==> config.mk <==
export PLATFORM = sky130hd
export DESIGN_NAME = homing_without_index
export DESIGN_NICKNAME = d
export VERILOG_FILES = /design/src/design/homing_pkg.sv /design/src/design/homing_without_index.sv /design/src/design/switch_sync.sv
export SDC_FILE = /design/constraint.sdc
export NUM_CORES = 1
export LEC_CHECK = 0
export CORE_UTILIZATION = 26
export DETAILED_ROUTE_END_ITERATION = 12
export DONT_BUFFER_PORTS = 1
export HOLD_SLACK_MARGIN = 0.12
export SETUP_SLACK_MARGIN = 0.02
export SYNTH_ARGS = -nofsm -noshare
export SYNTH_HDL_FRONTEND = slang
export SYNTH_HIERARCHICAL = 1
export SYNTH_SLANG_ARGS = --single-unit
==> constraint.sdc <==
create_clock -name clk_i -period 9 [get_ports clk_i]
set_input_delay 0.45 -clock clk_i [delete_from_list [all_inputs] [get_ports clk_i]]
set_output_delay 0.45 -clock clk_i [all_outputs]
set_load 0.05 [all_outputs]
==> src/design/homing_pkg.sv <==
package homing_pkg;

	// ****************************************
	// Parameter addresses
	// ****************************************
	localparam logic [15:0] ADDR_EDGE_LIM = 16'h280c;
	localparam logic [15:0] ADDR_OFFSET   = 16'h280e;
	localparam logic [15:0] ADDR_OVR_LIM  = 16'h281a;
	localparam logic [15:0] ADDR_STATUS   = 16'h2830;

	// ****************************************
	// Reset values and limits
	// ****************************************
	localparam logic [31:0] RST_EDGE_LIM = 32'h0000_0000;
	localparam logic [31:0] RST_OFFSET   = 32'h0000_00c8;
	localparam logic [31:0] RST_OVR_LIM  = 32'h0000_0000;
	localparam logic [31:0] OFFSET_MIN   = 32'h0000_0001;

	// ****************************************
	// Status word bit positions
	// ****************************************
	localparam int STAT_ERR_BIT   = 0;
	localparam int STAT_HOMED_BIT = 1;
	localparam int STAT_BUSY_BIT  = 2;

	// ****************************************
	// Method codes
	// ****************************************
	localparam logic [15:0] M_NEG_LIMIT = 16'h0011;
	localparam logic [15:0] M_POS_LIMIT = 16'h0012;
	localparam logic [15:0] M_REFP_LO   = 16'h0017;
	localparam logic [15:0] M_REFP_HI   = 16'h001a;
	localparam logic [15:0] M_REFN_LO   = 16'h001b;
	localparam logic [15:0] M_REFN_HI   = 16'h001e;

	// ****************************************
	// Synchroniser depth
	// ****************************************
	localparam int SYNC_STAGES = 2;

	typedef enum logic [2:0] {
		ST_IDLE   = 3'b000,
		ST_SEARCH = 3'b001,
		ST_SETTLE = 3'b010,
		ST_RETURN = 3'b011,
		ST_EDGE   = 3'b100,
		ST_OFFSET = 3'b101
	} home_state_e;

endpackage

==> src/design/homing_without_index.sv <==
// Summary of operation
// - Edge limit 0 disables edge monitoring; positive sets maximum.
// - Edge not found within enabled limit cancels homing with error.
// - Overrun limit 0 disables check; positive sets search distance.
// - After overrun, switch must return within the limit, else cancel.
// - Method codes 17, 18 and 23 to 30 select homing without index pulse.
// - Move to selected switch first, then to distance from edge.
// - After leaving switch, move by offset; target is reference point.
// - Offset applies only to methods without index pulse search.
// - Approach toward switch runs at switch search speed.
// - Edge move and offset move run at leave-switch speed.
// - Passing through switch returns at leave-switch speed before edge.
// - Code 17 homes to negative limit switch with edge offset.
// - Codes 27 to 30 home to reference switch, negative search.
// - Code 18 homes to positive limit; 23 to 26 reference, positive.
// - Both speeds are clamped to the maximum ramp speed.
// - On success, load reference position value at the reference point.
`timescale 1ns/10ps
`default_nettype none
module homing_without_index
	import homing_pkg::*;
(
	// Clock and reset
	input  wire logic               clk_i,
	input  wire logic               rstn_i,
	// Parameter access
	input  wire logic [15:0]        par_addr_i,
	input  wire logic [31:0]        par_wdata_i,
	input  wire logic               par_wr_i,
	input  wire logic               par_rd_i,
	output logic      [31:0]        par_rdata_o,
	// Homing configuration
	input  wire logic [15:0]        homing_method_select_i,
	input  wire logic [15:0]        switch_search_speed_i,
	input  wire logic [15:0]        leave_switch_speed_i,
	input  wire logic [15:0]        max_ramp_speed_i,
	input  wire logic signed [31:0] reference_position_value_i,
	input  wire logic               start_i,
	// Switch pins
	input  wire logic               negative_limit_switch_i,
	input  wire logic               positive_limit_switch_i,
	input  wire logic               reference_switch_i,
	// Motor axis
	input  wire logic signed [31:0] pos_i,
	input  wire logic               motor_still_i,
	output logic signed [16:0]      vel_o,
	output logic                    set_pos_o,
	output logic signed [31:0]      set_pos_val_o,
	// Status
	output logic                    busy_o,
	output logic                    homed_o,
	output logic                    err_o
);

	typedef struct packed {
		home_state_e        st;
		logic               search_neg;
		logic               edge_neg;
		logic               is_ref;
		logic               err;
		logic               homed;
		logic               set_pos;
		logic signed [31:0] set_val;
		logic signed [31:0] mark;
		logic signed [31:0] target;
		logic signed [16:0] vel;
		logic [31:0]        edge_lim;
		logic [31:0]        offset;
		logic [31:0]        ovr_lim;
		logic [31:0]        rdata;
	} home_s;

	home_s cur_ff;
	home_s nxt_ff;

	logic [2:0]  sw_sync;
	logic        sw_act;
	logic [15:0] m;
	logic        m_valid;
	logic [15:0] spd_search;
	logic [15:0] spd_leave;

	// ****************************************
	// Helpers
	// ****************************************
	function automatic logic over_dist(input logic signed [31:0] a,
		input logic signed [31:0] b, input logic [31:0] lim);
		logic signed [31:0] d;
		d = a - b;
		return (lim != 32'h0) && ($unsigned((d < 0) ? -d : d) > lim);
	endfunction

	function automatic logic [15:0] clamp_spd(input logic [15:0] s,
		input logic [15:0] mx);
		return (s > mx) ? mx : s;
	endfunction

	function automatic logic signed [16:0] mk_vel(input logic [15:0] s,
		input logic neg);
		logic signed [16:0] v;
		v = $signed({1'b0, s});
		return neg ? -v : v;
	endfunction

	// ****************************************
	// Switch synchroniser
	// ****************************************
	switch_sync #(
		.WIDTH (3)
	) u_sync (
		.clk_i  (clk_i),
		.rstn_i (rstn_i),
		.pin_i  ({reference_switch_i, positive_limit_switch_i,
			negative_limit_switch_i}),
		.sync_o (sw_sync)
	);

	assign m          = homing_method_select_i;
	assign m_valid    = (m == M_NEG_LIMIT) || (m == M_POS_LIMIT) ||
		((m >= M_REFP_LO) && (m <= M_REFN_HI));
	assign spd_search = clamp_spd(switch_search_speed_i,
		max_ramp_speed_i);
	assign spd_leave  = clamp_spd(leave_switch_speed_i,
		max_ramp_speed_i);
	// Selected switch
	assign sw_act = cur_ff.is_ref ? sw_sync[2] :
		(cur_ff.search_neg ? sw_sync[0] : sw_sync[1]);

	// ****************************************
	// Sequencer
	// ****************************************
	always_comb begin
		nxt_ff = cur_ff;
		nxt_ff.set_pos = 1'b0;
		// Parameter writes, negative values refused
		if (par_wr_i && !par_wdata_i[31]) begin
			unique case (par_addr_i)
				ADDR_EDGE_LIM: nxt_ff.edge_lim = par_wdata_i;
				ADDR_OVR_LIM:  nxt_ff.ovr_lim = par_wdata_i;
				ADDR_OFFSET: begin
					if (par_wdata_i >= OFFSET_MIN) begin
						nxt_ff.offset = par_wdata_i;
					end
				end
				default: ;
			endcase
		end
		if (par_rd_i) begin
			unique case (par_addr_i)
				ADDR_EDGE_LIM: nxt_ff.rdata = cur_ff.edge_lim;
				ADDR_OVR_LIM:  nxt_ff.rdata = cur_ff.ovr_lim;
				ADDR_OFFSET:   nxt_ff.rdata = cur_ff.offset;
				ADDR_STATUS: begin
					nxt_ff.rdata = 32'h0;
					nxt_ff.rdata[STAT_ERR_BIT] = cur_ff.err;
					nxt_ff.rdata[STAT_HOMED_BIT] = cur_ff.homed;
					nxt_ff.rdata[STAT_BUSY_BIT] = (cur_ff.st != ST_IDLE);
				end
				default: nxt_ff.rdata = 32'h0;
			endcase
		end
		unique case (cur_ff.st)
			ST_IDLE: begin
				if (start_i) begin
					nxt_ff.homed = 1'b0;
					if (m_valid) begin
						nxt_ff.err = 1'b0;
						nxt_ff.is_ref = (m >= M_REFP_LO);
						nxt_ff.search_neg = (m == M_NEG_LIMIT) || (m >= M_REFN_LO);
						// Limit switches always back out; ref inverts on even codes
						if (m < M_REFP_LO) begin
							nxt_ff.edge_neg = (m == M_POS_LIMIT);
						end else begin
							nxt_ff.edge_neg = (m >= M_REFN_LO) ^ ~m[0];
						end
						nxt_ff.st = ST_SEARCH;
					end else begin
						nxt_ff.err = 1'b1;
					end
				end
			end
			ST_SEARCH: begin
				if (sw_act) begin
					nxt_ff.st = ST_SETTLE;
				end
			end
			// Wait for the axis to stop, then check for overrun
			ST_SETTLE: begin
				if (motor_still_i) begin
					nxt_ff.mark = pos_i;
					nxt_ff.st = sw_act ? ST_EDGE : ST_RETURN;
				end
			end
			ST_RETURN: begin
				if (sw_act) begin
					nxt_ff.mark = pos_i;
					nxt_ff.st = ST_EDGE;
				end else if (over_dist(pos_i, cur_ff.mark, cur_ff.ovr_lim)) begin
					nxt_ff.st = ST_IDLE;
					nxt_ff.err = 1'b1;
				end
			end
			ST_EDGE: begin
				if (!sw_act) begin
					nxt_ff.target = cur_ff.edge_neg ? pos_i - $signed(cur_ff.offset) :
						pos_i + $signed(cur_ff.offset);
					nxt_ff.st = ST_OFFSET;
				end else if (over_dist(pos_i, cur_ff.mark, cur_ff.edge_lim)) begin
					nxt_ff.st = ST_IDLE;
					nxt_ff.err = 1'b1;
				end
			end
			ST_OFFSET: begin
				if (cur_ff.edge_neg ? (pos_i <= cur_ff.target) :
					(pos_i >= cur_ff.target)) begin
					nxt_ff.st = ST_IDLE;
					nxt_ff.homed = 1'b1;
					nxt_ff.set_pos = 1'b1;
					nxt_ff.set_val = reference_position_value_i;
				end
			end
			default: nxt_ff.st = ST_IDLE;
		endcase
		// Speed follows the next state so it lines up with it
		unique case (nxt_ff.st)
			ST_SEARCH: nxt_ff.vel = mk_vel(spd_search, nxt_ff.search_neg);
			ST_RETURN: nxt_ff.vel = mk_vel(spd_leave, ~nxt_ff.search_neg);
			ST_EDGE,
			ST_OFFSET: nxt_ff.vel = mk_vel(spd_leave, nxt_ff.edge_neg);
			default:   nxt_ff.vel = 17'sh0;
		endcase
	end

	always_ff @(posedge clk_i) begin
		if (!rstn_i) begin
			cur_ff <= '{st: ST_IDLE, edge_lim: RST_EDGE_LIM, offset: RST_OFFSET,
				ovr_lim: RST_OVR_LIM, default: '0};
		end else begin
			cur_ff <= nxt_ff;
		end
	end

	assign par_rdata_o   = cur_ff.rdata;
	assign vel_o         = cur_ff.vel;
	assign set_pos_o     = cur_ff.set_pos;
	assign set_pos_val_o = cur_ff.set_val;
	assign busy_o        = (cur_ff.st != ST_IDLE);
	assign homed_o       = cur_ff.homed;
	assign err_o         = cur_ff.err;
endmodule
`default_nettype wire

==> src/design/switch_sync.sv <==
`timescale 1ns/10ps
`default_nettype none
module switch_sync
	import homing_pkg::*;
#(
	parameter int WIDTH = 3
) (
	// Clock and reset
	input  wire logic             clk_i,
	input  wire logic             rstn_i,
	// Raw pins and synchronised levels
	input  wire logic [WIDTH-1:0] pin_i,
	output logic      [WIDTH-1:0] sync_o
);

	typedef struct packed {
		logic [WIDTH-1:0] meta;
		logic [WIDTH-1:0] sync;
	} sync_s;

	sync_s cur_ff;
	sync_s nxt_ff;

	always_comb begin
		nxt_ff.meta = pin_i;
		nxt_ff.sync = cur_ff.meta;
	end

	always_ff @(posedge clk_i) begin
		if (!rstn_i) begin
			cur_ff <= '0;
		end else begin
			cur_ff <= nxt_ff;
		end
	end

	assign sync_o = cur_ff.sync;

endmodule
`default_nettype wire

==> qor.csv, run 1 <==
metric,value,unit
tightest_slew_margin_relative_to_the_limit,12.4,%
synth_enable_flop_cells,0,
synth-xor-area-share,6.16,%
syn-instance-count,2653,
path_buf_inv,1,
yosys-mux-area-fraction,4.98,%
dieHeight,279,um
maxClockFrequency,0.146,GHz
timing.max_cap.violations,0,
hp-class,primary input to register,
cellPowerDensity,142,mW/mm^2
synthAdderAreaFrac,12.4,%
layout_commonest_cell,sky130_fd_sc_hd__nand2_1,
clkLatencyLatePin,550,ps
clock-root-buffer,sky130_fd_sc_hd__clkbuf_16,
min_period_over_period,76.3,%
initial_antenna_violation_count,1,
finalSetupViolations,0,
cpPeakStageDelay,690,ps
power.share.sequential,37.0,%
first_global_vias,17800,
postSynthNetCount,3034,
ios,270,
grt_first_pass_wirelength,109000,um
final-max-slew-violation-count,0,
timing.final.hold_violations,0,
design.core.area,0.0758,mm^2
area.sequential,0.00512,mm^2
slowest_stage,sky130_fd_sc_hd__o31ai_1,
starting_utilization_of_the_core_area,26.3,%
final_period_minus_worst_setup_slack,6870,ps
run_status,finished clean,
irDropWorstVdd,0.112,mV
setup_ws,2130,ps
synth.ff_latch_count,256,
worstSetupStartpointType,register,
main_combinational_cell_family_by_area_after_synthesis,simple AND/OR/NAND/NOR gates,
power.net_switching,954,uW
tritoncts_clock_tree,built,
detail_route.iter0.violations,1516,
largest_clock_skew_in_the_final_design,21.7,ps
area_after_dpl,0.0202,mm^2
nFillCells,8180,
critical_path.cell_chain,inv_1 -> ha_1 -> o21ai_0 -> a211oi_1 -> o21ai_0 -> o21ai_1 -> xor2_1 -> or3_4 -> or3_4 -> nor3_4 -> a31oi_1 -> xor2_1 -> ha_1 -> and4_1 -> nor4b_1 -> a221oi_1 -> o21ai_0 -> o31ai_1 -> o211a_1 -> and2_1 -> a21o_1 -> a32oi_1 -> a21oi_1,
gr-total-overflow,0,
ctsHtreeMaxLevel,2,
category_of_the_critical_setup_timing_path,register to register,
power.static_leakage,8.30,nW
power.share.combinational,18.9,%
ys_types,79,
net_sw_share,30.0,%
synth_largest_area_cell,sky130_fd_sc_hd__dfxtp_1,
yosys.area_share.simple,21.2,%
worstMarginPinSlew,1300,ps
critical_path.most_common_cell,sky130_fd_sc_hd__o21ai_0,
cts_post_setup_buffers_inserted,0,
syn2layout_area_growth,12.7,%
clock_power_share,44.1,%
cp_data_required_time,9470,ps
share_of_the_synthesized_area_in_the_top_cell_type,25.7,%
synth_compound_gate_area_share,20.5,%
async_reset_ff_share,0,%
mostFrequentLayoutCells,"sky130_fd_sc_hd__nand2_1 (370), sky130_fd_sc_hd__a21oi_1 (280), sky130_fd_sc_hd__dfxtp_1 (256)",
tritoncts.num_buffers,35,
grt_usage,18.0,%
setup_tns,0,ps
cp_data_arrival_time,7340,ps
chipWidth,279,um
hpwl,53700,um
post_drt_wl_per_cell,20.0,um
clk_slew_on_worst_s_h_paths,60,ps
clkSinkCount,256,
endpoint_kind,register,
layout.nets,2986,
ys.flop_type,sky130_fd_sc_hd__dfxtp_1,
ctsLongestPathBuffers,3,
p_int,2.22,mW
layout-drive-gt1-share,4.52,%
drt_first_pass_iters,5,
io_buffer_count,0,
synth.avg_cell_area,7.50,um^2
vias_per_cell,5.16,
timing.critical_path.fanout_max,16,
grt_max_degree,90,
rows,101,
hold_ws,165,ps
layout.cell_area.non_filler,0.0224,mm^2
vias,18600,
remaining_antenna_violation_count,0,
number_of_design_rule_violations_left_after_detail_routing,0,
synth.cell_area,0.0199,mm^2
synth_top_area_cells,"sky130_fd_sc_hd__dfxtp_1 (26%), sky130_fd_sc_hd__ha_1 (12%), sky130_fd_sc_hd__a21oi_1 (7.0%)",
postRouteWirelength,72200,um
antenna_cells_inserted,0,
dieArea,0.0777,mm^2
finalWeightedCongestion,0.916,
place_worst_setup_slack,2100,ps
yosysSeqAreaShare,25.7,%
multi_input_comb_area,0.0131,mm^2
synth_warnings,6,
grt_setup_unrepaired,no,
worst_path_dominant_cell_family,compound AO/OA/AOI/OAI gates,
## path summary, 6_finish.rpt
check                           slack (ps)  cells past startpoint          endpoint              from
worst min register to register         430                      1  u_sync/sync_o[1]  u_sync/cur_ff[4]
worst min-delay path                   170                      2        cur_ff[71]            rstn_i
worst max register to register        2130                     23          vel_o[4]       cur_ff[182]
worst max-delay path                  2130                     23          vel_o[4]       cur_ff[182]
## cell usage after synthesis, types with 15 or more instances
cell and count:
sky130_fd_sc_hd__buf_4 84, sky130_fd_sc_hd__xnor2_1 93, sky130_fd_sc_hd__a211oi_1 15, sky130_fd_sc_hd__nor4_1 48, sky130_fd_sc_hd__a221oi_1 30, sky130_fd_sc_hd__inv_1 181
sky130_fd_sc_hd__nand4_1 39, sky130_fd_sc_hd__a21o_1 54, sky130_fd_sc_hd__o211ai_1 24, sky130_fd_sc_hd__nor3_1 71, sky130_fd_sc_hd__nand3_1 32, sky130_fd_sc_hd__ha_1 194
sky130_fd_sc_hd__mux2i_1 90, sky130_fd_sc_hd__xor2_1 47, sky130_fd_sc_hd__nand2b_1 15, sky130_fd_sc_hd__a21oi_1 280, sky130_fd_sc_hd__nor2b_1 15, sky130_fd_sc_hd__nand2_1 371
sky130_fd_sc_hd__and2_1 22, sky130_fd_sc_hd__clkbuf_1 105, sky130_fd_sc_hd__o21ai_0 118, sky130_fd_sc_hd__nor2_1 218, sky130_fd_sc_hd__dfxtp_1 256, sky130_fd_sc_hd__a31oi_1 33
## per-stage QoR
stage	total power, mW	utilization [%]	instances
floorplan	1.63	-	2653
global placement	1.73	26.7	3443
detailed placement	1.74	26.7	3443
CTS	3.22	29.6	3610
global route	3.33	29.6	3610
finish	3.17	29.6	3610
## power groups by stage
stage | combinational, mW | sequential (mW) | clock (mW)
floorplan | 0.460 | 1.17 | 0
global placement | 0.531 | 1.20 | 0
detailed placement | 0.538 | 1.20 | 0
CTS | 0.595 | 1.18 | 1.44
global route | 0.675 | 1.18 | 1.48
finish | 0.600 | 1.17 | 1.40
## state kept, by name, indices dropped and copies added (netlist names)
| name | cells |
|---|---|
| set_pos_val_o | 32 |
| set_pos_o | 1 |
| u_sync/sync_o | 3 |
| err_o | 1 |
| cur_ff | 166 |
| u_sync/cur_ff | 3 |
| vel_o | 17 |
| par_rdata_o | 32 |
| homed_o | 1 |
## worst register-to-register path, delay by kind of cell, from the launching register on
family          cells  cell delay [ps]
simple gates        6             1740
flops               1              320
compound gates     12             3530
fa+ha+maj           2              700
buf+inv             1               40
xor+xnor            2              460
## what timing repair did
action                    in CTS  in global routing
resized for setup              0                  0
hold endpoints to repair     203                  0
hold buffers                 103                  0
## kinds of logic (layout without fill, tap and decap cells)
| group | count (synthesis) | after routing |
|---|---|---|
| and+or+nand+nor | 910 | 910 |
| AOI/OAI and AO/OA | 663 | 663 |
| buffers and inverters | 389 | 368 |
| DFF | 256 | 256 |
| adders and majority gates | 197 | 197 |
| xor gates and xnor gates | 140 | 140 |
| muxes | 98 | 98 |
## cell type report
type | instances | share of cell area, %
Inverter | 182 | 3.07
Multi-Input combinational cell | 2008 | 58.2
Sequential cell | 256 | 22.9
Timing Repair Buffer | 122 | 5.32
Clock inverter | 16 | 0.720
Clock buffer | 48 | 4.35
Tap cell | 978 | 5.46
## metal layers
metal  vias to the layer above  share of wire, %  GRT usage [%]
li1                       9165                 -              -
met1                      8820                41           21.7
met2                       562                49           31.7
met3                        74               7.2           4.26
met4                         0               2.1           5.03
met5                         -                 0              0
No activity file was read; power rests on OpenSTA's default activity.
==> inputs of run 2 (changes only) <==
--- a/config.mk
+++ b/config.mk
@@ -5,6 +5,7 @@
 export SDC_FILE = /design/constraint.sdc
 export NUM_CORES = 1
 export LEC_CHECK = 0
+export ABC_AREA = 1
 export CORE_UTILIZATION = 26
 export DETAILED_ROUTE_END_ITERATION = 12
 export DONT_BUFFER_PORTS = 1
==> constraint.sdc (replaced) <==
create_clock -name clk_i -period 6.8 [get_ports clk_i]
set_input_delay 0.34 -clock clk_i [delete_from_list [all_inputs] [get_ports clk_i]]
set_output_delay 0.34 -clock clk_i [all_outputs]
set_load 0.05 [all_outputs]
==> run 2 against run 1 <==
Effect of this change:
- utilization grew 0.22 points
- global-route usage is 0.068 points higher
- register-to-register slack worse by 780 ps
- synthesized cell count rose by 20%
- non-clock buffer count unchanged
- highest routed layer unchanged
- combinational power increased by 48%
- critical endpoint is now vel_o[13]
- largest cell class unchanged
- routed wire length rose by 5.7%
- clock-buffer cell count shrank 1
- clock power grew 38%
==> qor.csv, run 2 <==
metric,value,unit,change
run_status,finished clean,,
power.static_leakage,10.5,nW,+27%
min_period_over_period,82.4,%,
slowest_stage,sky130_fd_sc_hd__nand3_1,,
critical_path_depth,39,,+70%
ios,270,,unchanged
drt_first_pass_iters,6,,+1
synth_largest_area_cell,sky130_fd_sc_hd__dfxtp_1,,
area_after_dpl,0.0213,mm^2,+5.3%
vias,20700,,+11%
timing.final.hold_violations,0,,unchanged
tritoncts_clock_tree,built,,
cts_hold_buf,110,,+6.8%
layout.cell_area.non_filler,0.0237,mm^2,+5.5%
clkSinkCount,256,,unchanged
ctsLongestPathBuffers,3,,unchanged
yosysSeqAreaShare,24.4,%,-1.3 points
cp_data_arrival_time,6040,ps,-1300 ps
ys_types,64,,-19%
r2r_cells,37,,+61%
synth.cell_area,0.0210,mm^2,+5.3%
totalPowerFinal,4.33,mW,+36%
critical_path.most_common_cell,sky130_fd_sc_hd__nand2_1,,
first_global_vias,19000,,+6.9%
clk_slew_on_worst_s_h_paths,60,ps,about the same
synth.avg_cell_area,6.57,um^2,-12%
largest_clock_skew_in_the_final_design,38.2,ps,+16.5 ps
grt_usage,18.1,%,+0.068 points
ctsHtreeMaxLevel,2,,unchanged
io_buffer_count,0,,unchanged
design.core.area,0.0794,mm^2,+4.7%
min_delay_path_depth,5,,+3
grt_max_degree,128,,+42%
ys.flop_type,sky130_fd_sc_hd__dfxtp_1,,
worst_path_dominant_cell_family,simple AND/OR/NAND/NOR gates,,
path_buf_inv,9,,+8
final_period_minus_worst_setup_slack,5600,ps,
maxClockFrequency,0.178,GHz,
synth.top_cells.by_count,"sky130_fd_sc_hd__nand2_1 (549), sky130_fd_sc_hd__inv_1 (473), sky130_fd_sc_hd__nor2_1 (352), sky130_fd_sc_hd__a21oi_1 (270), sky130_fd_sc_hd__dfxtp_1 (256)",,
largest_reg_flops,166,,unchanged
cellPowerDensity,183,mW/mm^2,+29%
layout_commonest_cell,sky130_fd_sc_hd__nand2_1,,
worstSetupStartpointType,primary input,,
rows,103,,+2.0%
dieHeight,286,um,+2.6%
async_reset_ff_share,0,%,unchanged
grt_setup_unrepaired,no,,
vias_per_cell,4.87,,-5.5%
largest_register,cur_ff,,
timing.critical_path.fanout_max,18,,+2
cp_data_required_time,7240,ps,-2230 ps
synth_warnings,6,,unchanged
finalSetupViolations,0,,unchanged
syn-instance-count,3190,,+20%
gr-total-overflow,0,,unchanged
number_of_design_rule_violations_left_after_detail_routing,0,,unchanged
layout-drive-gt1-share,5.05,%,+0.53 points
postRouteWirelength,76300,um,+5.7%
clock-root-buffer,sky130_fd_sc_hd__clkbuf_16,,
irDropWorstVdd,0.135,mV,+21%
post_drt_wl_per_cell,18.0,um,-10%
worstMarginPinSlew,1120,ps,-181 ps
cpPeakStageDelay,580,ps,-110 ps
dp_cells,4065,,+18%
hpwl,57800,um,+7.7%
mostFrequentLayoutCells,"sky130_fd_sc_hd__nand2_1 (548), sky130_fd_sc_hd__inv_1 (472), sky130_fd_sc_hd__nor2_1 (352)",,
chipWidth,286,um,+2.6%
dieArea,0.0818,mm^2,+5.3%
synth_enable_flop_cells,0,,unchanged
starting_utilization_of_the_core_area,26.4,%,+0.15 points
synth.ff_latch_count,256,,unchanged
hp-class,primary input to register,,
grt_first_pass_wirelength,114000,um,+5.0%
category_of_the_critical_setup_timing_path,primary input to register,,
ctsResizeCount,0,,unchanged
final_std_cells_w_o_fill,4248,,+18%
share_of_the_synthesized_area_in_the_top_cell_type,24.4,%,-1.3 points
tritoncts.num_buffers,35,,unchanged
cts_post_setup_buffers_inserted,0,,unchanged
yosys.cell_count.top_type,sky130_fd_sc_hd__nand2_1,,
clkLatencyLatePin,580,ps,+30 ps
setup_tns,0,ps,unchanged
synth_top_area_cells,"sky130_fd_sc_hd__dfxtp_1 (24%), sky130_fd_sc_hd__ha_1 (12%), sky130_fd_sc_hd__nand2_1 (9.8%)",,
finalWeightedCongestion,0.982,,+7.2%
syn2layout_area_growth,12.8,%,
postSynthNetCount,3571,,+18%
final-max-slew-violation-count,0,,unchanged
nFillCells,8845,,+8.1%
initial_antenna_violation_count,4,,+3
detail_route.iter0.violations,1700,,+12%
tightest_slew_margin_relative_to_the_limit,24.6,%,+12 points
remaining_antenna_violation_count,0,,unchanged
timing.max_cap.violations,0,,unchanged
layout.nets,3543,,+19%
endpoint_kind,register,,
[run 2: area by class of cell]
class | instances | area (um^2) | share of cell area (%)
clock buffers | 47 | 991 | 4.19
diodes | 11 | 27.5 | 0.116
clock inverters | 15 | 203 | 0.857
well taps | 1050 | 1310 | 5.55
multi-input cells | 2261 | 13000 | 54.7
repair buffers | 122 | 1220 | 5.15
flip-flops and latches | 256 | 5120 | 21.7
inverters | 486 | 1830 | 7.72
[run 2: worst paths after layout]
| path | from | to | slack, ps |
|---|---|---|---|
| worst max register to register | cur_ff[177] | vel_o[13] | 1350 |
| worst max-delay path | pos_i[0] | vel_o[13] | 1200 |
| worst min-delay path | max_ramp_speed_i[0] | vel_o[0] | 150 |
| worst min register to register | u_sync/cur_ff[3] | u_sync/sync_o[0] | 410 |
[run 2: layer usage]
metal  up-vias  GRT usage [%]  part of all wire (%)
met5         -              0                     0
met2       710           29.1                    45
li1      10400              -                     -
met4         0           5.36                   2.4
met1      9480           24.2                    44
met3        95           3.84                   8.2
[run 2: cell families after synthesis]
group / synth area share [%]
compound gates: 18.4
xor+xnor: 4.87
fa+ha+maj: 11.8
buf+inv: 13.9
flops: 24.4
mux: 0.0477
simple gates: 26.6
[run 2: worst reg2reg max path: cells and delay by family, from the launching register on]
kind / cells / cell delay (ps)
AND/OR/NAND/NOR: 24 / 2820
adder cells (fa/ha/maj): 3 / 860
buffers and inverters: 7 / 560
AO/OA/AOI/OAI: 2 / 420
XOR/XNOR: 1 / 350
flip-flops: 1 / 330
[run 2: through the flow]
step                      setup slack, ps  hold WS, ps  utilization, %
after floorplan                      2510          390               -
after detailed placement             1310          398            26.8
final                                1200          147            29.8
after global routing                  557          182            29.8
after CTS                            1270          124            29.8
after global placement               1200          401            26.8
[run 2: power breakdown]
group | total (mW) | switching (mW) | internal, mW | leakage, nW
combinational | 0.886 | 0.565 | 0.321 | 7.85
sequential | 1.51 | 0.00679 | 1.50 | 2.06
clock | 1.93 | 0.778 | 1.15 | 0.582
